[src/verilog/sxp_pkg.sv]
package sxp_pkg;
    // bus widths
    localparam int AD_W  = 64;
    localparam int CMD_W = 9;

    // command bus layout: bit 8 tells an address cycle from a data cycle
    localparam int CMD_KIND_BIT = 8;
    localparam int CMD_TYPE_HI  = 7;
    localparam int CMD_TYPE_LO  = 5;
    localparam int RD_ATTR_HI   = 4;
    localparam int RD_ATTR_LO   = 3;

    // request types carried in bits 7:5 of an address cycle
    localparam logic [2:0] REQ_READ  = 3'h0;
    localparam logic [2:0] REQ_WRITE = 3'h2;
    localparam logic [2:0] REQ_NULL  = 3'h3;

    // read attribute value for a non-coherent block read
    localparam logic [1:0] RD_BLOCK = 2'h2;

    // data identifier flags
    localparam int DID_LAST = 7;
    localparam int DID_RESP = 6;
    localparam int DID_ERR  = 5;

    // synchroniser depth for pins
    localparam int SYNC_STAGES = 2;

    // reset values of the pin drivers
    localparam logic       RELEASE_N_RST = 1'h1;
    localparam logic       OUT_VALID_RST = 1'h1;
    localparam logic       BUS_OE_RST    = 1'h1;
    localparam logic [8:0] CMD_RST       = 9'h000;
    localparam logic [8:0] IDLE_PINS_RST = 9'h1ff;
endpackage

[src/verilog/sxp_sync.sv]
`timescale 1ns/1ns
// multi-bit pin synchroniser; only the second stage may read the first
module sxp_sync #(
    parameter int         W      = 1,
    parameter int         STAGES = sxp_pkg::SYNC_STAGES,
    parameter logic [W-1:0] RST_VAL = '0
) (
    input  wire logic         clk,
    input  wire logic         reset,
    input  wire logic [W-1:0] d,
    output logic      [W-1:0] q
);
    logic [W-1:0] stage [STAGES];

    // fewer than two stages would let metastability reach the logic
    if (STAGES < 2) begin : g_bad_depth
        $error("sxp_sync needs at least two stages");
    end

    always_ff @(posedge clk or posedge reset) begin
        if (reset) begin
            for (int i = 0; i < STAGES; i++) begin
                stage[i] <= RST_VAL;
            end
        end else begin
            stage[0] <= d;
            for (int i = 1; i < STAGES; i++) begin
                stage[i] <= stage[i-1];
            end
        end
    end

    assign q = stage[STAGES-1];
endmodule

[src/verilog/sxp_port.sv]
`timescale 1ns/1ns
// Summary of operation
// RULE1 - external requests only in slave state
// RULE2 - release pulse one cycle when request accepted
// RULE3 - agent drops single request two cycles later
// RULE4 - agent holds request for back-to-back requests
// RULE5 - no own requests while external request held
// RULE6 - float both buses after release pulse
// RULE7 - agent drives buses two cycles after release
// RULE8 - own requests one cycle after agent floats
// RULE9 - external read and response are indivisible
// RULE10 - agent sends read address, one strobe, floats
// RULE11 - one final response cycle, then keep driving
// RULE12 - external read answered with error identifier
// RULE13 - null request returns interface to master
// RULE14 - external write: address then final data cycle
// RULE15 - external accesses address exactly one word
// RULE16 - read response only after own slave entry
// RULE17 - block read response sets line exclusive dirty
// RULE18 - errored response cycles raise bus error
// RULE19 - response only for an outstanding read
// RULE20 - up to one double word per cycle
// RULE21 - data valid needs strobe and data identifier
// RULE22 - command bit 8 marks data identifier
// RULE23 - bits 7:5 read, write or null
// RULE24 - agent holds request until release seen
module sxp_port #(
    parameter int AD_W = sxp_pkg::AD_W
) (
    input  wire logic                      clk,
    input  wire logic                      reset,
    input  wire logic                      ext_request_n,
    input  wire logic                      inbound_valid_n,
    output logic                           release_n,
    output logic                           outbound_valid_n,
    input  wire logic [AD_W-1:0]           addr_data_bus_in,
    output logic      [AD_W-1:0]           addr_data_bus_out,
    output logic                           addr_data_bus_oe,
    input  wire logic [sxp_pkg::CMD_W-1:0] cmd_bus_in,
    output logic      [sxp_pkg::CMD_W-1:0] cmd_bus_out,
    output logic                           cmd_bus_oe,
    input  wire logic                      core_req,
    input  wire logic [sxp_pkg::CMD_W-1:0] core_cmd,
    input  wire logic [AD_W-1:0]           core_addr,
    input  wire logic [AD_W-1:0]           core_wdata,
    input  wire logic [sxp_pkg::CMD_W-1:0] core_wid,
    output logic                           core_ack,
    output logic                           rsp_valid,
    output logic      [AD_W-1:0]           rsp_data,
    output logic                           rsp_last,
    output logic                           rsp_error,
    output logic                           bus_error,
    output logic                           line_excl_dirty,
    output logic                           ext_wr_valid,
    output logic      [AD_W-1:0]           ext_wr_addr,
    output logic      [AD_W-1:0]           ext_wr_data
);
    localparam int SW = 2 + sxp_pkg::CMD_W + AD_W;

    if (AD_W != 64) begin : g_bad_width
        $error("sxp_port carries one double word per cycle, AD_W must be 64");
    end

    typedef enum logic [2:0] {
        ST_MASTER, ST_ADDR, ST_WDATA, ST_RELEASE, ST_SLAVE, ST_EXT_WDATA, ST_RESP, ST_TURN
    } sxp_state_e;

    sxp_state_e                  state;
    sxp_state_e                  next_state;
    logic [SW-1:0]               sync_q;
    logic                        ext_req_s;
    logic                        in_valid_s;
    logic [sxp_pkg::CMD_W-1:0]   in_cmd;
    logic [AD_W-1:0]             in_ad;
    logic                        in_addr_cyc;
    logic                        in_data_cyc;
    logic                        read_pending;
    logic                        pending_block;
    logic                        err_seen;

    function automatic logic [2:0] req_type(input logic [sxp_pkg::CMD_W-1:0] c);
        req_type = c[sxp_pkg::CMD_TYPE_HI:sxp_pkg::CMD_TYPE_LO];
    endfunction

    // every pin input passes two flops before any decoding
    sxp_sync #(
        .W       (SW),
        .STAGES  (sxp_pkg::SYNC_STAGES),
        .RST_VAL ({2'h3, {(SW-2){1'b0}}})
    ) u_sync (
        .clk   (clk),
        .reset (reset),
        .d     ({ext_request_n, inbound_valid_n, cmd_bus_in, addr_data_bus_in}),
        .q     (sync_q)
    );

    assign ext_req_s  = !sync_q[SW-1];
    assign in_valid_s = !sync_q[SW-2];
    assign in_cmd     = sync_q[AD_W +: sxp_pkg::CMD_W];
    assign in_ad      = sync_q[AD_W-1:0];
    // a strobe alone is not enough, bit 8 decides the cycle kind
    assign in_addr_cyc = in_valid_s && !in_cmd[sxp_pkg::CMD_KIND_BIT]; // RULE22
    assign in_data_cyc = in_valid_s && in_cmd[sxp_pkg::CMD_KIND_BIT]; // RULE21

    // arbitration and sequencing; external requests win over own ones
    always_comb begin
        next_state = state;
        unique case (state)
            ST_MASTER: begin
                if (read_pending || ext_req_s) begin
                    next_state = ST_RELEASE; // RULE5
                end else if (core_req) begin
                    next_state = ST_ADDR;
                end
            end
            ST_ADDR: begin
                next_state = (req_type(core_cmd) == sxp_pkg::REQ_READ) ? ST_RELEASE : ST_WDATA;
            end
            ST_WDATA:   next_state = ext_req_s ? ST_RELEASE : ST_MASTER;
            ST_RELEASE: next_state = ST_SLAVE; // RULE2
            ST_SLAVE: begin
                // external requests are decoded only here, in slave state
                if (in_addr_cyc) begin // RULE1
                    unique case (req_type(in_cmd)) // RULE23
                        sxp_pkg::REQ_READ:  next_state = ST_RESP; // RULE9
                        sxp_pkg::REQ_WRITE: next_state = ST_EXT_WDATA;
                        sxp_pkg::REQ_NULL:  next_state = ST_TURN; // RULE13
                        default:            next_state = ST_SLAVE;
                    endcase
                end else if (in_data_cyc && read_pending && in_cmd[sxp_pkg::DID_LAST]) begin
                    next_state = ST_TURN;
                end
            end
            ST_EXT_WDATA: begin
                if (in_data_cyc && in_cmd[sxp_pkg::DID_LAST]) begin // RULE14
                    next_state = ST_TURN;
                end
            end
            ST_RESP: next_state = ext_req_s ? ST_RELEASE : ST_MASTER; // RULE11
            // one idle cycle so our drivers never overlap the agent's
            ST_TURN: next_state = ext_req_s ? ST_RELEASE : ST_MASTER; // RULE8
        endcase
    end

    always_ff @(posedge clk or posedge reset) begin
        if (reset) begin
            state <= ST_MASTER;
        end else begin
            state <= next_state;
        end
    end

    // pin drivers, all registered from the next state
    always_ff @(posedge clk or posedge reset) begin
        if (reset) begin
            release_n         <= sxp_pkg::RELEASE_N_RST;
            outbound_valid_n  <= sxp_pkg::OUT_VALID_RST;
            addr_data_bus_oe  <= sxp_pkg::BUS_OE_RST;
            cmd_bus_oe        <= sxp_pkg::BUS_OE_RST;
            cmd_bus_out       <= sxp_pkg::CMD_RST;
            addr_data_bus_out <= '0;
        end else begin
            release_n <= (next_state != ST_RELEASE); // RULE2
            // drivers stay on through the release cycle, off after it
            addr_data_bus_oe <= !(next_state inside {ST_SLAVE, ST_EXT_WDATA, ST_TURN}); // RULE6
            cmd_bus_oe <= !(next_state inside {ST_SLAVE, ST_EXT_WDATA, ST_TURN}); // RULE6
            outbound_valid_n <= !(next_state inside {ST_ADDR, ST_WDATA, ST_RESP});
            unique case (next_state)
                ST_ADDR: begin
                    cmd_bus_out       <= core_cmd;
                    addr_data_bus_out <= core_addr;
                end
                ST_WDATA: begin
                    cmd_bus_out       <= core_wid;
                    addr_data_bus_out <= core_wdata;
                end
                ST_RESP: begin
                    // nothing here is externally readable: error data only
                    cmd_bus_out <= sxp_pkg::CMD_RST;
                    cmd_bus_out[sxp_pkg::CMD_KIND_BIT] <= 1'b1;
                    cmd_bus_out[sxp_pkg::DID_LAST]     <= 1'b1; // RULE11
                    cmd_bus_out[sxp_pkg::DID_RESP]     <= 1'b1; // RULE11
                    cmd_bus_out[sxp_pkg::DID_ERR]      <= 1'b1; // RULE12
                    addr_data_bus_out <= '0;
                end
                default: begin
                    cmd_bus_out       <= sxp_pkg::CMD_RST;
                    addr_data_bus_out <= '0;
                end
            endcase
        end
    end

    // own read bookkeeping; cleared by the final response cycle
    always_ff @(posedge clk or posedge reset) begin
        if (reset) begin
            read_pending  <= 1'b0;
            pending_block <= 1'b0;
            err_seen      <= 1'b0;
            core_ack      <= 1'b0;
        end else begin
            // ack the cycle after the address cycle so a held core_req is never issued twice
            core_ack <= state == ST_ADDR;
            if (state == ST_ADDR && req_type(core_cmd) == sxp_pkg::REQ_READ) begin
                read_pending  <= 1'b1;
                pending_block <= core_cmd[sxp_pkg::RD_ATTR_HI:sxp_pkg::RD_ATTR_LO]
                                 == sxp_pkg::RD_BLOCK;
                err_seen      <= 1'b0;
            end else if (state == ST_SLAVE && in_data_cyc && read_pending) begin // RULE16
                err_seen <= err_seen || in_cmd[sxp_pkg::DID_ERR];
                if (in_cmd[sxp_pkg::DID_LAST]) begin
                    read_pending <= 1'b0;
                end
            end
        end
    end

    // read response data towards the core
    always_ff @(posedge clk or posedge reset) begin
        if (reset) begin
            rsp_valid       <= 1'b0;
            rsp_data        <= '0;
            rsp_last        <= 1'b0;
            rsp_error       <= 1'b0;
            bus_error       <= 1'b0;
            line_excl_dirty <= 1'b0;
        end else begin
            // paced strobes simply leave gaps, every strobed cycle is taken
            rsp_valid <= state == ST_SLAVE && in_data_cyc && read_pending; // RULE20
            rsp_last  <= in_cmd[sxp_pkg::DID_LAST];
            rsp_error <= in_cmd[sxp_pkg::DID_ERR];
            rsp_data  <= in_ad;
            bus_error <= state == ST_SLAVE && in_data_cyc && read_pending
                         && in_cmd[sxp_pkg::DID_LAST]
                         && (err_seen || in_cmd[sxp_pkg::DID_ERR]); // RULE18
            // prior line state is not looked at, the fill always wins
            line_excl_dirty <= state == ST_SLAVE && in_data_cyc && read_pending
                               && in_cmd[sxp_pkg::DID_LAST] && pending_block; // RULE17
        end
    end

    // external single-word writes towards the core
    always_ff @(posedge clk or posedge reset) begin
        if (reset) begin
            ext_wr_valid <= 1'b0;
            ext_wr_addr  <= '0;
            ext_wr_data  <= '0;
        end else begin
            ext_wr_valid <= state == ST_EXT_WDATA && in_data_cyc && in_cmd[sxp_pkg::DID_LAST];
            if (state == ST_SLAVE && in_addr_cyc && req_type(in_cmd) == sxp_pkg::REQ_WRITE) begin
                ext_wr_addr <= in_ad;
            end
            if (state == ST_EXT_WDATA && in_data_cyc) begin
                ext_wr_data <= in_ad;
            end
        end
    end
endmodule

[config.mk]
export PLATFORM = sky130hd
export DESIGN_NAME = sxp_port
export DESIGN_NICKNAME = d
export VERILOG_FILES = /design/src/verilog/sxp_pkg.sv /design/src/verilog/sxp_sync.sv /design/src/verilog/sxp_port.sv
export SDC_FILE = /design/constraint.sdc
export NUM_CORES = 1
export LEC_CHECK = 0
export BUFFER_PORTS_ARGS = -buffer_cell sky130_fd_sc_hd__buf_4
export CAP_MARGIN = 0
export CORE_AREA = 2 2 196 198
export DETAILED_ROUTE_END_ITERATION = 10
export DIE_AREA = 0 0 198 200
export HOLD_SLACK_MARGIN = 0.05
export PLACE_DENSITY_LB_ADDON = 0.1
export SLEW_MARGIN = 20
export SYNTH_ARGS = -nofsm -noshare
export SYNTH_HDL_FRONTEND = slang
export SYNTH_SLANG_ARGS = --single-unit
[constraint.sdc]
create_clock -name clk -period 43.3 [get_ports clk]
set_clock_uncertainty 0.15 [all_clocks]
set_input_delay 6.495 -clock clk [delete_from_list [all_inputs] [get_ports clk]]
set_output_delay 6.495 -clock clk [all_outputs]
set_load 0.01 [all_outputs]
==> impl_metrics.yaml <==
worst_setup_path:
  setup.worst_path.class: "in2async"
  arrival_ns: 8.78
  worst_setup_path_end_kind: "async pin"
  timing.critical_path.from_type: "input pin"
  worst-path-max-fanout: 152
  crit_required_ns: 43.75
synth:
  synth.distinct_cells: 32
  yosys.cell_count.top_type: "dfrtp_1"
  post_synth_main_area_contributors: "dfrtp_1 76%, mux2_2 10%, nand3_1 5.1%"
  library_cell_with_the_largest_summed_area_after_synthesis: "dfrtp_1"
  yosys_warnings: 0
  ff_latch_count_synth: 421
  synth_fp_nets: 1091
  synth_area_mm2: 0.01371
  synthArstFlopShare_pct: 100.0
  synthTopCellsByCount: "414 x dfrtp_1, 141 x nand3_1, 123 x mux2_2"
  post_synth.cell_area_avg_um2: 15.82
  proportion_of_netlist_area_held_by_the_largest_area_contributor_pct: 75.55
  synthesis.instances: 867
  synth-edff-count: 0
  synth.yosys.seq_area_share_pct: 76.90
  synth_top_flop_cell: "dfrtp_1"
timing:
  hold_violations: 0
  setup_tns_final_ns: 0
  highest_clock_rate_mhz: 120.1
  hold_worst_slack_ns: 0.1946
  slew_violations: 0
  relSlewSlack_pct: 26.66
  timing.final.setup_violations: 0
  worst_pin_slew_ns: 1.100
  rsz0062_at_grt: "no"
  final_min_period_over_clock_period_pct: 19.23
  worst_slack_ns: 34.97
  final_period_minus_worst_setup_slack_ns: 8.329
power_and_ir_drop:
  cellInternalPower_w: 0.0008758
  p_leak_nw: 9.635
  p_clk_share_pct: 31.3
  power_frac_seq_pct: 39.6
  net_switching_component_of_the_power_w: 0.0003979
  power_frac_comb_pct: 29.1
  irDropWorstVdd_v: 0.00004733
  powerDensity_mw_per_mm2: 65.51
  p_sw_share_pct: 31.24
clock_network:
  cts_tree: "built"
  cts_sinks: 421
  cts.path.max_buffers: 3
  path_clk_slew_ns: 0.06
  cts_resized: 0
  hold_buffers: 0
  clock-root-buffer: "clkbuf_16"
  clock_latency_ns: 0.56
  cts_setup_buffers: 0
  cts_buffers: 46
  cts.htree.levels: 2
job:
  max-cap-violations: 0
route:
  num_vias: 8979
  routed_wirelength_um: 37780
  drtPass1Iterations: 4
  vias_per_cell: 4.681
  remaining_drc_errors: 0
  routedWlPerCell_um: 19.70
  postRouteAntennaNets: 0
  first_iter_violations: 302
grt:
  antenna_found_initial: 8
  grt_first_pass_wirelength_um: 56260
  pin_count_of_the_biggest_net_entering_global_routing: 153
  gr-usage-all-layers_pct: 19.09
  number_of_global_route_vias_before_repair: 9274
  overflow_left_after_global_routing: 0
layout:
  post_route_cells_drive_above_1_share_pct: 51.43
  post_layout_instance_count_excluding_filler_cells: 1918
  fin_nets: 1591
  stdcell_area_mm2: 0.01944
  filler_cell_count: 3200
  area_growth_syn_to_layout_pct: 41.78
floorplan:
  dieHeight_um: 200
  rows: 71
  initial_utilization_pct: 36.66
  core_area_mm2: 0.03740
  die_w_um: 198
  io_pins: 500
  die_area_mm2: 0.03960
outcome:
  outcome: "finished clean"
place:
  io_buffer_count: 494
  pre_cts_slack_ns: 33.97
  dpl.hpwl_um: 25820
  gp_congestion: 0.7639
  dpl_cell_area_mm2: 0.01783
  placedCellCount: 1830
worst_hold_path:
  min_path_type: "reg2reg"
critical path: stages:
cell and delay (ns):
buf_4 0.13, clkinv_8 0.51, buf_4 0.81, buf_4 0.74
state kept, by name (all words and copies together) (netlist names):
name / cells
u_sync.stage: 70
outbound_valid_n: 1
state: 3
rsp_data: 64
release_n: 1
ext_wr_addr: 64
u_sync.q: 70
cmd_bus_out: 9
rsp_error: 1
pending_block: 1
addr_data_bus_out: 64
err_seen: 1
rsp_valid: 1
ext_wr_valid: 1
line_excl_dirty: 1
read_pending: 1
bus_error: 1
rsp_last: 1
ext_wr_data: 64
cmd_bus_oe: 1
core_ack: 1
routing by layer:
metal	GRT usage [%]	routed length [um]
met5	0	38
met4	9.385	1174
met3	5.931	3020
met2	31.87	19200
met1	22.53	14340
cell families after synthesis:
group	Yosys count	share of synthesized area, %
xor+xnor	1	0.06389
buf+inv	58	2.601
compound gates	79	2.975
simple gates	180	6.953
flops	421	76.90
mux	128	10.51
worst paths after layout:
path | from | to | slack (ns) | cells after the start
worst min register to register | u_sync.stage[111] | u_sync.q[36] | 0.19 | 0
worst max register to register | state[0] | outbound_valid_n | 40.38 | 6
worst max-delay path | reset | rsp_data[14] | 34.97 | 4
worst min-delay path | u_sync.stage[111] | u_sync.q[36] | 0.19 | 0
min in group asynchronous | reset | ext_wr_addr[1] | 5.94 | 2
max in group clk | core_cmd[5] | addr_data_bus_out[35] | 35.06 | 7
metrics by stage:
stage           power, W  utilization, %
3_5_place_dp   0.0008893           47.67
6_report        0.001274           51.98
2_1_floorplan  0.0007169               -
4_1_cts         0.001295           51.91
3_3_place_gp   0.0008818           47.67
5_1_grt         0.001344           51.98
final cells by class:
cell class,count,area (um2),share of cell area [%]
Sequential cell,421,10540,54.24
Timing Repair Buffer,504,3784,19.46
Multi-Input combinational cell,388,2841,14.62
Clock buffer,71,1469,7.556
Tap cell,511,639.4,3.289
Clock inverter,12,116.4,0.5985
Inverter,6,35.03,0.1802
Antenna cell,5,12.51,0.06436
power by group through the flow:
stage          Combinational, W  Sequential [W]  Clock [W]
2_1_floorplan          0.000179        0.000538          0
3_3_place_gp           0.000373        0.000508          0
3_5_place_dp           0.000378        0.000511          0
4_1_cts                0.000379        0.000505   0.000411
5_1_grt                0.000403        0.000514   0.000427
6_report               0.000370        0.000505   0.000399
layout by cell type (no fill, tap or decap), drive strengths merged:
| master | n |
|---|---|
| a21o | 1 |
| a21oi | 70 |
| and2 | 3 |
| and3 | 5 |
| and3b | 1 |
| and4b | 1 |
| and4bb | 1 |
| buf | 504 |
| bufinv | 2 |
| clkbuf | 71 |
| clkinv | 10 |
| clkinvlp | 1 |
| dfrtp | 414 |
| dfstp | 7 |
| diode | 5 |
| inv | 5 |
| mux2 | 128 |
| nand2 | 4 |
| nand2b | 2 |
| nand3 | 141 |
| nand3b | 2 |
| nand4 | 3 |
| nand4b | 1 |
| nor2 | 14 |
| nor3 | 1 |
| nor4b | 1 |
| o211ai | 1 |
| o21ai | 3 |
| o22ai | 3 |
| o31a | 1 |
| xnor2 | 1 |
Power figures use the tool's default switching activity.
